==> src/rtl/bp_pkg.sv <==
// Purpose: shared constants for the breakpoint match unit
// Assumes: 32-bit addresses and data, registers on 4-byte offsets, bound word indices numbered separately
// Notes:   offsets are local to the block's register window
package bp_pkg;
    localparam int ADDR_W = 32;
    localparam int DATA_W = 32;
    localparam int RADDR_W = 8;
    localparam int PORTS = 2;

    // register byte offsets
    localparam logic [RADDR_W-1:0] OFS_INSTR_CTRL = 8'h00;
    localparam logic [RADDR_W-1:0] OFS_INSTR_LOW  = 8'h04;
    localparam logic [RADDR_W-1:0] OFS_INSTR_HIGH = 8'h08;
    localparam logic [RADDR_W-1:0] OFS_DATA_CTRL  = 8'h10;
    localparam logic [RADDR_W-1:0] OFS_DATA_LOW   = 8'h14;
    localparam logic [RADDR_W-1:0] OFS_DATA_HIGH  = 8'h18;
    localparam logic [RADDR_W-1:0] OFS_DATA_VALUE = 8'h1C;
    localparam logic [RADDR_W-1:0] OFS_DATA_MASK  = 8'h20;
    localparam logic [RADDR_W-1:0] OFS_MATCH_CNT  = 8'h24;
    localparam int NUM_BOUND_REGS = 6;

    // bound memory word indices
    localparam logic [2:0] IDX_INSTR_LOW  = 3'h0;
    localparam logic [2:0] IDX_INSTR_HIGH = 3'h1;
    localparam logic [2:0] IDX_DATA_LOW   = 3'h2;
    localparam logic [2:0] IDX_DATA_HIGH  = 3'h3;
    localparam logic [2:0] IDX_DATA_VALUE = 3'h4;
    localparam logic [2:0] IDX_DATA_MASK  = 3'h5;

    // instruction control fields
    localparam int INSTR_ENABLE_BIT = 0;
    localparam int INSTR_INVERT_BIT = 1;
    localparam int INSTR_CTRL_W = 2;
    localparam logic [INSTR_CTRL_W-1:0] INSTR_CTRL_RESET = 2'h0;

    // data control fields
    localparam int DSEL_LSB = 0;
    localparam int DSEL_W = 2;
    localparam int MATCH_LOADS_BIT = 2;
    localparam int MATCH_STORES_BIT = 3;
    localparam int DATA_INVERT_BIT = 4;
    localparam int VALUE_NE_BIT = 5;
    localparam int DATA_CTRL_W = 6;
    localparam logic [DATA_CTRL_W-1:0] DATA_CTRL_RESET = 6'h00;

    // timer source codes
    localparam logic [3:0] SRC_DATA_MATCH = 4'h3;
    localparam logic [3:0] SRC_INSTR_MATCH = 4'h4;

    typedef enum logic [1:0] {
        SEL_OFF   = 2'h0,
        SEL_ADDR  = 2'h1,
        SEL_VALUE = 2'h2,
        SEL_BOTH  = 2'h3
    } compare_select_type;
endpackage : bp_pkg

==> src/rtl/bound_if.sv <==
// Purpose: carries bound register writes and live values to the matcher
// Assumes: single clock
// Notes:   values come straight out of the bound store registers
`timescale 1ns/1ps
interface bound_if;
    import bp_pkg::*;
    logic                            wr_en;
    logic [2:0]                      wr_idx;
    logic [DATA_W-1:0]               wr_data;
    wire  [NUM_BOUND_REGS*DATA_W-1:0] words; // a net: every word slice has its own driver

    modport store (input wr_en, input wr_idx, input wr_data, output words);
    modport user  (output wr_en, output wr_idx, output wr_data, input words);
endinterface : bound_if

==> src/rtl/bound_store.sv <==
// Purpose: holds the bound, compare value and mask words
// Assumes: writes come from the register decode of the top module
// Notes:   no reset on purpose, contents stay undefined until software loads them
`timescale 1ns/1ps
module bound_store
    import bp_pkg::*;
(
    input  wire logic clk,
    input  wire logic clk_en,
    bound_if.store    bus
);
    logic [DATA_W-1:0] mem_reg [NUM_BOUND_REGS];

    always_ff @(posedge clk) begin
        if (clk_en && bus.wr_en) begin
            mem_reg[bus.wr_idx] <= bus.wr_data;
        end
    end

    // flatten words for parallel comparison
    genvar g;
    generate
        for (g = 0; g < NUM_BOUND_REGS; g++) begin : g_flat
            assign bus.words[g*DATA_W +: DATA_W] = mem_reg[g];
        end
    endgenerate
endmodule : bound_store

==> src/rtl/breakpoint_match_unit.sv <==
// Purpose: breakpoint comparison for instruction fetch and two load/store ports
// Assumes: pipeline inputs are on clk; register port reads answer one cycle later
// Notes:   events are per-cycle counts registered once, feeding the timer source mux
//
// Functional notes
// - instruction compare runs only while instr_bp_enable is 1
// - invert 0 matches inside inclusive range, 1 matches outside
// - each instruction match yields an event usable as timer source
// - reset clears instr_bp_control, breakpoints off
// - instruction bound registers are not reset
// - data compare active when data_compare_select nonzero
// - select 1 or 3 compares addresses of enabled loads and stores
// - data range invert 0 inside inclusive, 1 outside
// - address compare ignores apertures entirely
// - select 2 or 3 compares data of enabled loads and stores
// - only mask bits set to 1 take part in value compare
// - value_not_equal picks equal or not-equal match
// - select 3 needs address and value match on same access
// - each data match yields an event usable as timer source
// - both load/store ports checked every cycle, up to two events
// - reset clears data_bp_control, other data words not reset
// - source 3 counts data matches, source 4 instruction matches
`timescale 1ns/1ps
module breakpoint_match_unit
    import bp_pkg::*;
(
    input  wire logic                        clk,
    input  wire logic                        arst_n,
    input  wire logic                        clk_en,
    // register port
    input  wire logic [RADDR_W-1:0]          reg_addr,
    input  wire logic [DATA_W-1:0]           reg_wdata,
    input  wire logic                        reg_write,
    input  wire logic                        reg_read,
    output logic      [DATA_W-1:0]           reg_rdata,
    // instruction fetch
    input  wire logic                        instr_valid,
    input  wire logic [ADDR_W-1:0]           instr_addr,
    // load/store ports
    input  wire logic [PORTS-1:0]            mem_valid,
    input  wire logic [PORTS-1:0]            mem_is_store,
    input  wire logic [PORTS*ADDR_W-1:0]     mem_addr,
    input  wire logic [PORTS*DATA_W-1:0]     mem_data,
    // timer source selection
    input  wire logic [3:0]                  timer_source,
    output logic [1:0]                       timer_increment,
    // raw events
    output logic                             instr_match_source,
    output logic [1:0]                       data_match_source
);
    import bp_pkg::*;

    logic [INSTR_CTRL_W-1:0] instr_bp_control_reg;
    logic [DATA_CTRL_W-1:0]  data_bp_control_reg;
    logic [DATA_W-1:0]       match_cnt_reg;
    logic [DATA_W-1:0]       match_cnt_next;
    logic                    instr_ev_reg;
    logic [1:0]              data_count_reg;
    logic [DATA_W-1:0]       reg_rdata_reg;

    bound_if bnd ();

    bound_store u_store (
        .clk    (clk),
        .clk_en (clk_en),
        .bus    (bnd)
    );

    // inclusive range test with optional invert
    function automatic logic range_hit(input logic [ADDR_W-1:0] a, input logic [ADDR_W-1:0] lo,
                                       input logic [ADDR_W-1:0] hi, input logic inv);
        logic in_range;
        in_range = (a >= lo) && (a <= hi);
        range_hit = inv ? !in_range : in_range;
    endfunction : range_hit

    // masked value test, equal or not-equal
    function automatic logic value_hit(input logic [DATA_W-1:0] d, input logic [DATA_W-1:0] v,
                                       input logic [DATA_W-1:0] m, input logic ne);
        logic same;
        same = ((d & m) == (v & m));
        value_hit = ne ? !same : same;
    endfunction : value_hit

    // bound words
    wire [ADDR_W-1:0] instr_low  = bnd.words[IDX_INSTR_LOW*DATA_W +: DATA_W];
    wire [ADDR_W-1:0] instr_high = bnd.words[IDX_INSTR_HIGH*DATA_W +: DATA_W];
    wire [ADDR_W-1:0] data_low   = bnd.words[IDX_DATA_LOW*DATA_W +: DATA_W];
    wire [ADDR_W-1:0] data_high  = bnd.words[IDX_DATA_HIGH*DATA_W +: DATA_W];
    wire [DATA_W-1:0] data_compare_value = bnd.words[IDX_DATA_VALUE*DATA_W +: DATA_W];
    wire [DATA_W-1:0] data_compare_mask  = bnd.words[IDX_DATA_MASK*DATA_W +: DATA_W];

    // control fields
    wire instr_bp_enable    = instr_bp_control_reg[INSTR_ENABLE_BIT];
    wire instr_range_invert = instr_bp_control_reg[INSTR_INVERT_BIT];
    wire [DSEL_W-1:0] data_compare_select = data_bp_control_reg[DSEL_LSB +: DSEL_W];
    wire match_loads        = data_bp_control_reg[MATCH_LOADS_BIT];
    wire match_stores       = data_bp_control_reg[MATCH_STORES_BIT];
    wire data_range_invert  = data_bp_control_reg[DATA_INVERT_BIT];
    wire value_not_equal    = data_bp_control_reg[VALUE_NE_BIT];

    wire use_addr  = (data_compare_select == SEL_ADDR) || (data_compare_select == SEL_BOTH);
    wire use_value = (data_compare_select == SEL_VALUE) || (data_compare_select == SEL_BOTH);
    wire data_active = (data_compare_select != SEL_OFF);

    wire instr_hit = instr_bp_enable && instr_valid &&
                     range_hit(instr_addr, instr_low, instr_high, instr_range_invert);

    logic [PORTS-1:0] data_hit;
    genvar p;
    generate
        for (p = 0; p < PORTS; p++) begin : g_port
            wire [ADDR_W-1:0] a = mem_addr[p*ADDR_W +: ADDR_W];
            wire [DATA_W-1:0] d = mem_data[p*DATA_W +: DATA_W];
            wire kind_ok = mem_is_store[p] ? match_stores : match_loads;
            wire a_ok = range_hit(a, data_low, data_high, data_range_invert);
            wire v_ok = value_hit(d, data_compare_value, data_compare_mask, value_not_equal);
            // both must hit when select is 3
            assign data_hit[p] = data_active && mem_valid[p] && kind_ok &&
                                 (!use_addr || a_ok) && (!use_value || v_ok);
        end
    endgenerate

    // events registered so the timer sees a clean per-cycle count
    // control cleared at reset
    always_ff @(posedge clk or negedge arst_n) begin
        if (!arst_n) begin
            instr_bp_control_reg <= INSTR_CTRL_RESET;
            data_bp_control_reg  <= DATA_CTRL_RESET;
        end else if (clk_en && reg_write) begin
            if (reg_addr == OFS_INSTR_CTRL) begin
                instr_bp_control_reg <= reg_wdata[INSTR_CTRL_W-1:0];
            end
            if (reg_addr == OFS_DATA_CTRL) begin
                data_bp_control_reg <= reg_wdata[DATA_CTRL_W-1:0];
            end
        end
    end

    always_ff @(posedge clk or negedge arst_n) begin
        if (!arst_n) begin
            instr_ev_reg   <= 1'b0;
            data_count_reg <= 2'h0;
        end else if (clk_en) begin
            instr_ev_reg   <= instr_hit;
            // summed before the flop so the count output leaves a register
            data_count_reg <= {1'b0, data_hit[0]} + {1'b0, data_hit[1]};
        end
    end

    wire [1:0] data_count  = data_count_reg;
    wire [1:0] instr_count = {1'b0, instr_ev_reg};

    assign instr_match_source = instr_ev_reg;
    assign data_match_source  = data_count;

    assign timer_increment = (timer_source == SRC_DATA_MATCH)  ? data_count :
                             (timer_source == SRC_INSTR_MATCH) ? instr_count : 2'h0;

    // total matches seen, write clears, a match in the same cycle still counts
    wire cnt_clear = reg_write && (reg_addr == OFS_MATCH_CNT);
    wire [DATA_W-1:0] cnt_add = {{(DATA_W-2){1'b0}}, data_count} + {{(DATA_W-2){1'b0}}, instr_count};
    assign match_cnt_next = (cnt_clear ? '0 : match_cnt_reg) + cnt_add;

    always_ff @(posedge clk or negedge arst_n) begin
        if (!arst_n) begin
            match_cnt_reg <= '0;
        end else if (clk_en) begin
            match_cnt_reg <= match_cnt_next;
        end
    end

    // bound writes go to the store
    wire wr_instr_low  = reg_addr == OFS_INSTR_LOW;
    wire wr_instr_high = reg_addr == OFS_INSTR_HIGH;
    wire wr_data_low   = reg_addr == OFS_DATA_LOW;
    wire wr_data_high  = reg_addr == OFS_DATA_HIGH;
    wire wr_value      = reg_addr == OFS_DATA_VALUE;
    wire wr_mask       = reg_addr == OFS_DATA_MASK;
    assign bnd.wr_en = reg_write && (wr_instr_low || wr_instr_high || wr_data_low ||
                                     wr_data_high || wr_value || wr_mask);
    assign bnd.wr_idx = wr_instr_low  ? IDX_INSTR_LOW  :
                        wr_instr_high ? IDX_INSTR_HIGH :
                        wr_data_low   ? IDX_DATA_LOW   :
                        wr_data_high  ? IDX_DATA_HIGH  :
                        wr_value      ? IDX_DATA_VALUE : IDX_DATA_MASK;
    assign bnd.wr_data = reg_wdata;

    // read mux, unmapped addresses read zero
    logic [DATA_W-1:0] rd_mux;
    always_comb begin
        rd_mux = '0;
        case (reg_addr)
            OFS_INSTR_CTRL: rd_mux = {{(DATA_W-INSTR_CTRL_W){1'b0}}, instr_bp_control_reg};
            OFS_INSTR_LOW:  rd_mux = instr_low;
            OFS_INSTR_HIGH: rd_mux = instr_high;
            OFS_DATA_CTRL:  rd_mux = {{(DATA_W-DATA_CTRL_W){1'b0}}, data_bp_control_reg};
            OFS_DATA_LOW:   rd_mux = data_low;
            OFS_DATA_HIGH:  rd_mux = data_high;
            OFS_DATA_VALUE: rd_mux = data_compare_value;
            OFS_DATA_MASK:  rd_mux = data_compare_mask;
            OFS_MATCH_CNT:  rd_mux = match_cnt_reg;
            default:        rd_mux = '0;
        endcase
    end

    // read data valid only in the cycle after the strobe
    always_ff @(posedge clk or negedge arst_n) begin
        if (!arst_n) begin
            reg_rdata_reg <= '0;
        end else if (clk_en) begin
            reg_rdata_reg <= reg_read ? rd_mux : '0;
        end
    end
    assign reg_rdata = reg_rdata_reg;
endmodule : breakpoint_match_unit

==> config.mk <==
export PLATFORM = sky130hd
export DESIGN_NAME = breakpoint_match_unit
export DESIGN_NICKNAME = d
export VERILOG_FILES = /design/src/rtl/bp_pkg.sv /design/src/rtl/bound_if.sv /design/src/rtl/bound_store.sv /design/src/rtl/breakpoint_match_unit.sv
export SDC_FILE = /design/constraint.sdc
export NUM_CORES = 1
export LEC_CHECK = 0
export BUFFER_PORTS_ARGS = -buffer_cell sky130_fd_sc_hd__buf_2
export CAP_MARGIN = 30
export CORE_ASPECT_RATIO = 0.9
export CORE_UTILIZATION = 58
export DETAILED_ROUTE_END_ITERATION = 10
export PLACE_DENSITY = 0.79
export RECOVER_POWER = 50
export SYNTH_ARGS = -nofsm -noshare
export SYNTH_HDL_FRONTEND = slang
export SYNTH_SLANG_ARGS = --single-unit
==> constraint.sdc <==
create_clock -name clk -period 3.35 [get_ports clk]
set_clock_uncertainty 0.05 [all_clocks]
set_input_delay 0.335 -clock clk [delete_from_list [all_inputs] [get_ports clk]]
set_output_delay 0.335 -clock clk [all_outputs]
set_load 0.03 [all_outputs]
==> flow_summary.json <==
{
  "outcome": "complete, no violations",
  "cts_made_buffers": 28,
  "worstSetupStartpointType": "register",
  "cp_max_fo": 2,
  "synth-main-ff-cell": "edfxtp_1",
  "synth_edf_count": 192,
  "h-tree-depth": 1,
  "hpwl_um": 41100,
  "setup_ws_ns": 0.0405,
  "antenna_found_initial": 4,
  "drv_cap": 0,
  "io_pins": 251,
  "drive_gt1_frac": 0.206,
  "powerDensity_nw_per_um2": 394,
  "final_cells": 2094,
  "tightestPinTransition_ns": 1.41,
  "overflow": 0,
  "fin_nets": 2125,
  "synthToLayoutAreaGrowth_pct": 18.3,
  "synth_area_leaders": "edfxtp_1 36%, ha_1 15%, dfrtp_1 12%",
  "holdCritStartpoint": "reg_wdata[22]",
  "die_area_um2": 28600,
  "die_w_um": 178,
  "clkLatencyLatePin_ns": 0.57,
  "fin_area_um2": 19100,
  "fmax_mhz": 302,
  "grt_max_degree": 53,
  "first_iter_violations": 1889,
  "yosys_warnings": 0,
  "clk_pin_slew_ns": 0.07,
  "clock_path_buffers": 3,
  "syn-num-nets": 1836,
  "setup_viol_count_final": 0,
  "r2r-start": "u_store.mem_reg[2][5]$_DFFE_PP_",
  "seq_area_frac_synth": 0.472,
  "hold_viol": 0,
  "r2r_end": "data_match_source[0]$_DFFE_PN0P_",
  "numPlacedInstances": 2026,
  "worst-setup-path-type": "reg2reg",
  "reg2reg_depth": 12,
  "maxSlewViolCount": 0,
  "place.gp.congestion": 1.01,
  "row_count": 57,
  "synth.most_common_cell": "ha_1",
  "port_buffers": 250,
  "grt_use_total": 0.376,
  "die_y_um": 160,
  "async_flop_share": 0.281,
  "p_leak_uw": 0.00839,
  "start_util": 0.595,
  "r2r_slack_ns": 0.04,
  "hold_end": "u_store.mem_reg[0][22]$_DFFE_PP_",
  "grt_pass1_wl_um": 78900,
  "synthCells": 1426,
  "crit_required_ns": 3.70,
  "peakVddDrop_v": 0.000448,
  "cts_tree": "yes",
  "fin_crit_sh": 0.988,
  "wl_um": 53800,
  "synth.cell_area_um2": 16200,
  "ys_ff_latch": 267,
  "core-area_um2": 27200,
  "maxSlewHeadroom": 0.0612,
  "largest_register_ffs": 192,
  "cp-end-kind": "register",
  "place_area_um2": 18100,
  "grt_pass1_vias": 13350,
  "cp.arrival_ns": 3.66,
  "netlist.area_leader.share": 0.356,
  "detail_route.wl_per_cell_um": 25.7,
  "dpl_worst_slack_ns": -0.168,
  "clock-root-buffer": "clkbuf_16",
  "viasPerCell": 6.51,
  "drt_drc_violations_left": 0,
  "vias": 13623,
  "drt-pass1-iter-count": 9,
  "fin_crit_ns": 3.31,
  "yosysUniqueCellTypes": 67,
  "hp-class": "in2reg",
  "synth_area_leader_cell": "edfxtp_1",
  "avgSynthCellArea_um2": 11.3,
  "synth_common_cells": "194 x ha_1, 192 x edfxtp_1, 175 x inv_1",
  "drtAntennaViolNets": 0,
  "hold_depth": 1,
  "cts_sinks": 267
}
## worst max-delay path, cell delays in order, from the launching register on
cell and delay, ns:
edfxtp_1 0.41, inv_1 0.10, ha_1 0.31, a21oi_1 0.06, o21ai_0 0.57, nand2_1 0.22
a311oi_4 0.37, o211ai_2 0.19, xnor2_1 0.17, a221oi_1 0.26, ha_1 0.28, nand2_1 0.07
o21ai_0 0.10
## stage by stage
stage                     total power (uW)  setup TNS [ns]   util  hold slack, ns
after detailed placement              4300          -0.252  0.665           0.379
final                                 7530               0  0.705          0.0915
after global placement                4280          -0.248  0.664           0.372
after floorplan                       3940          -59.81      -         -0.0106
after global routing                  7700         -0.0229  0.705           0.103
after CTS                             7500               0  0.703        0.000292
## timing repair
action | in CTS | in global routing
endpoints found under the setup margin | 2 | 2
cloned | 0 | 0
resized for setup | 4 | 11
pin swaps | 0 | 13
setup buffers | 0 | 5
hold buffers | 8 | 0
hold endpoints to repair | 75 | 0
## layout by cell type, fill, tap and decap left out, types with 5 or more instances in the layout
cell	netlist	routed
dfrtp_1	75	75
a222oi_1	36	36
edfxtp_1	192	192
a21oi_1	68	68
buf_12	0	6
o22ai_1	33	33
a221oi_1	16	15
inv_1	175	175
o21a_1	6	6
a22oi_1	67	65
nand3_1	26	26
a21o_1	14	14
a221o_1	6	6
o211ai_1	6	6
clkbuf_1	9	53
nand2_1	121	121
xor2_1	86	86
nand4_1	45	45
and3_1	18	18
buf_4	7	32
ha_1	194	193
dlygate4sd3_1	0	8
and4_1	15	15
mux2_2	11	11
buf_2	21	200
a221oi_2	23	24
clkinv_2	0	8
xnor2_1	9	9
nor2b_1	9	5
nor4_1	9	7
and2_1	5	5
o21ai_0	28	28
nor2_1	25	23
clkbuf_16	0	28
## report_power, final
group / internal, uW / switching [uW] / leakage [uW]
clock: 1880 / 1400 / 0.000470
combinational: 270 / 399 / 0.00516
sequential: 3570 / 22.6 / 0.00276
## cell type report
class	count	area, um^2
multi-input combinational	944	7800
timing repair buffer	299	1640
clock inverter	21	234
inverter	175	657
fill	1979	8030
sequential	267	7640
antenna	3	7.51
tap	354	443
clock buffer	31	722
## how the worst max path moves through the flow
stage                                           startpoint                               end  slack (ns)
after floorplan                                reg_addr[5]   u_store.mem_reg[2][0]$_DFFE_PP_       -0.82
after detailed placement   u_store.mem_reg[2][0]$_DFFE_PP_  data_match_source[0]$_DFFE_PN0P_       -0.17
final                      u_store.mem_reg[2][5]$_DFFE_PP_  data_match_source[0]$_DFFE_PN0P_        0.04
after global routing       u_store.mem_reg[2][5]$_DFFE_PP_  data_match_source[0]$_DFFE_PN0P_       -0.02
after CTS                 u_store.mem_reg[2][14]$_DFFE_PP_  data_match_source[0]$_DFFE_PN0P_        0.02
after global placement     u_store.mem_reg[2][0]$_DFFE_PP_  data_match_source[0]$_DFFE_PN0P_       -0.16
## routing by layer
layer	global-route usage	up-vias	routed length, um
li1	-	5999	-
met1	0.509	6601	20500
met2	0.598	908	24900
met3	0.0705	113	6350
met4	0.144	2	2070
met5	0	-	13
## logic make-up (layout without fill, tap and decap cells)
kind of cell / Yosys count / count (layout) / share of synthesized area
AO/OA/AOI/OAI: 331 / 331 / 0.157
XOR/XNOR: 95 / 95 / 0.0514
adder cells (fa/ha/maj): 196 / 196 / 0.153
buffers and inverters: 215 / 526 / 0.0545
flip-flops: 267 / 267 / 0.472
multiplexers: 13 / 13 / 0.00889
other: 0 / 3 / 0
AND/OR/NAND/NOR: 309 / 309 / 0.104
No activity file was read; power rests on OpenSTA's default activity.
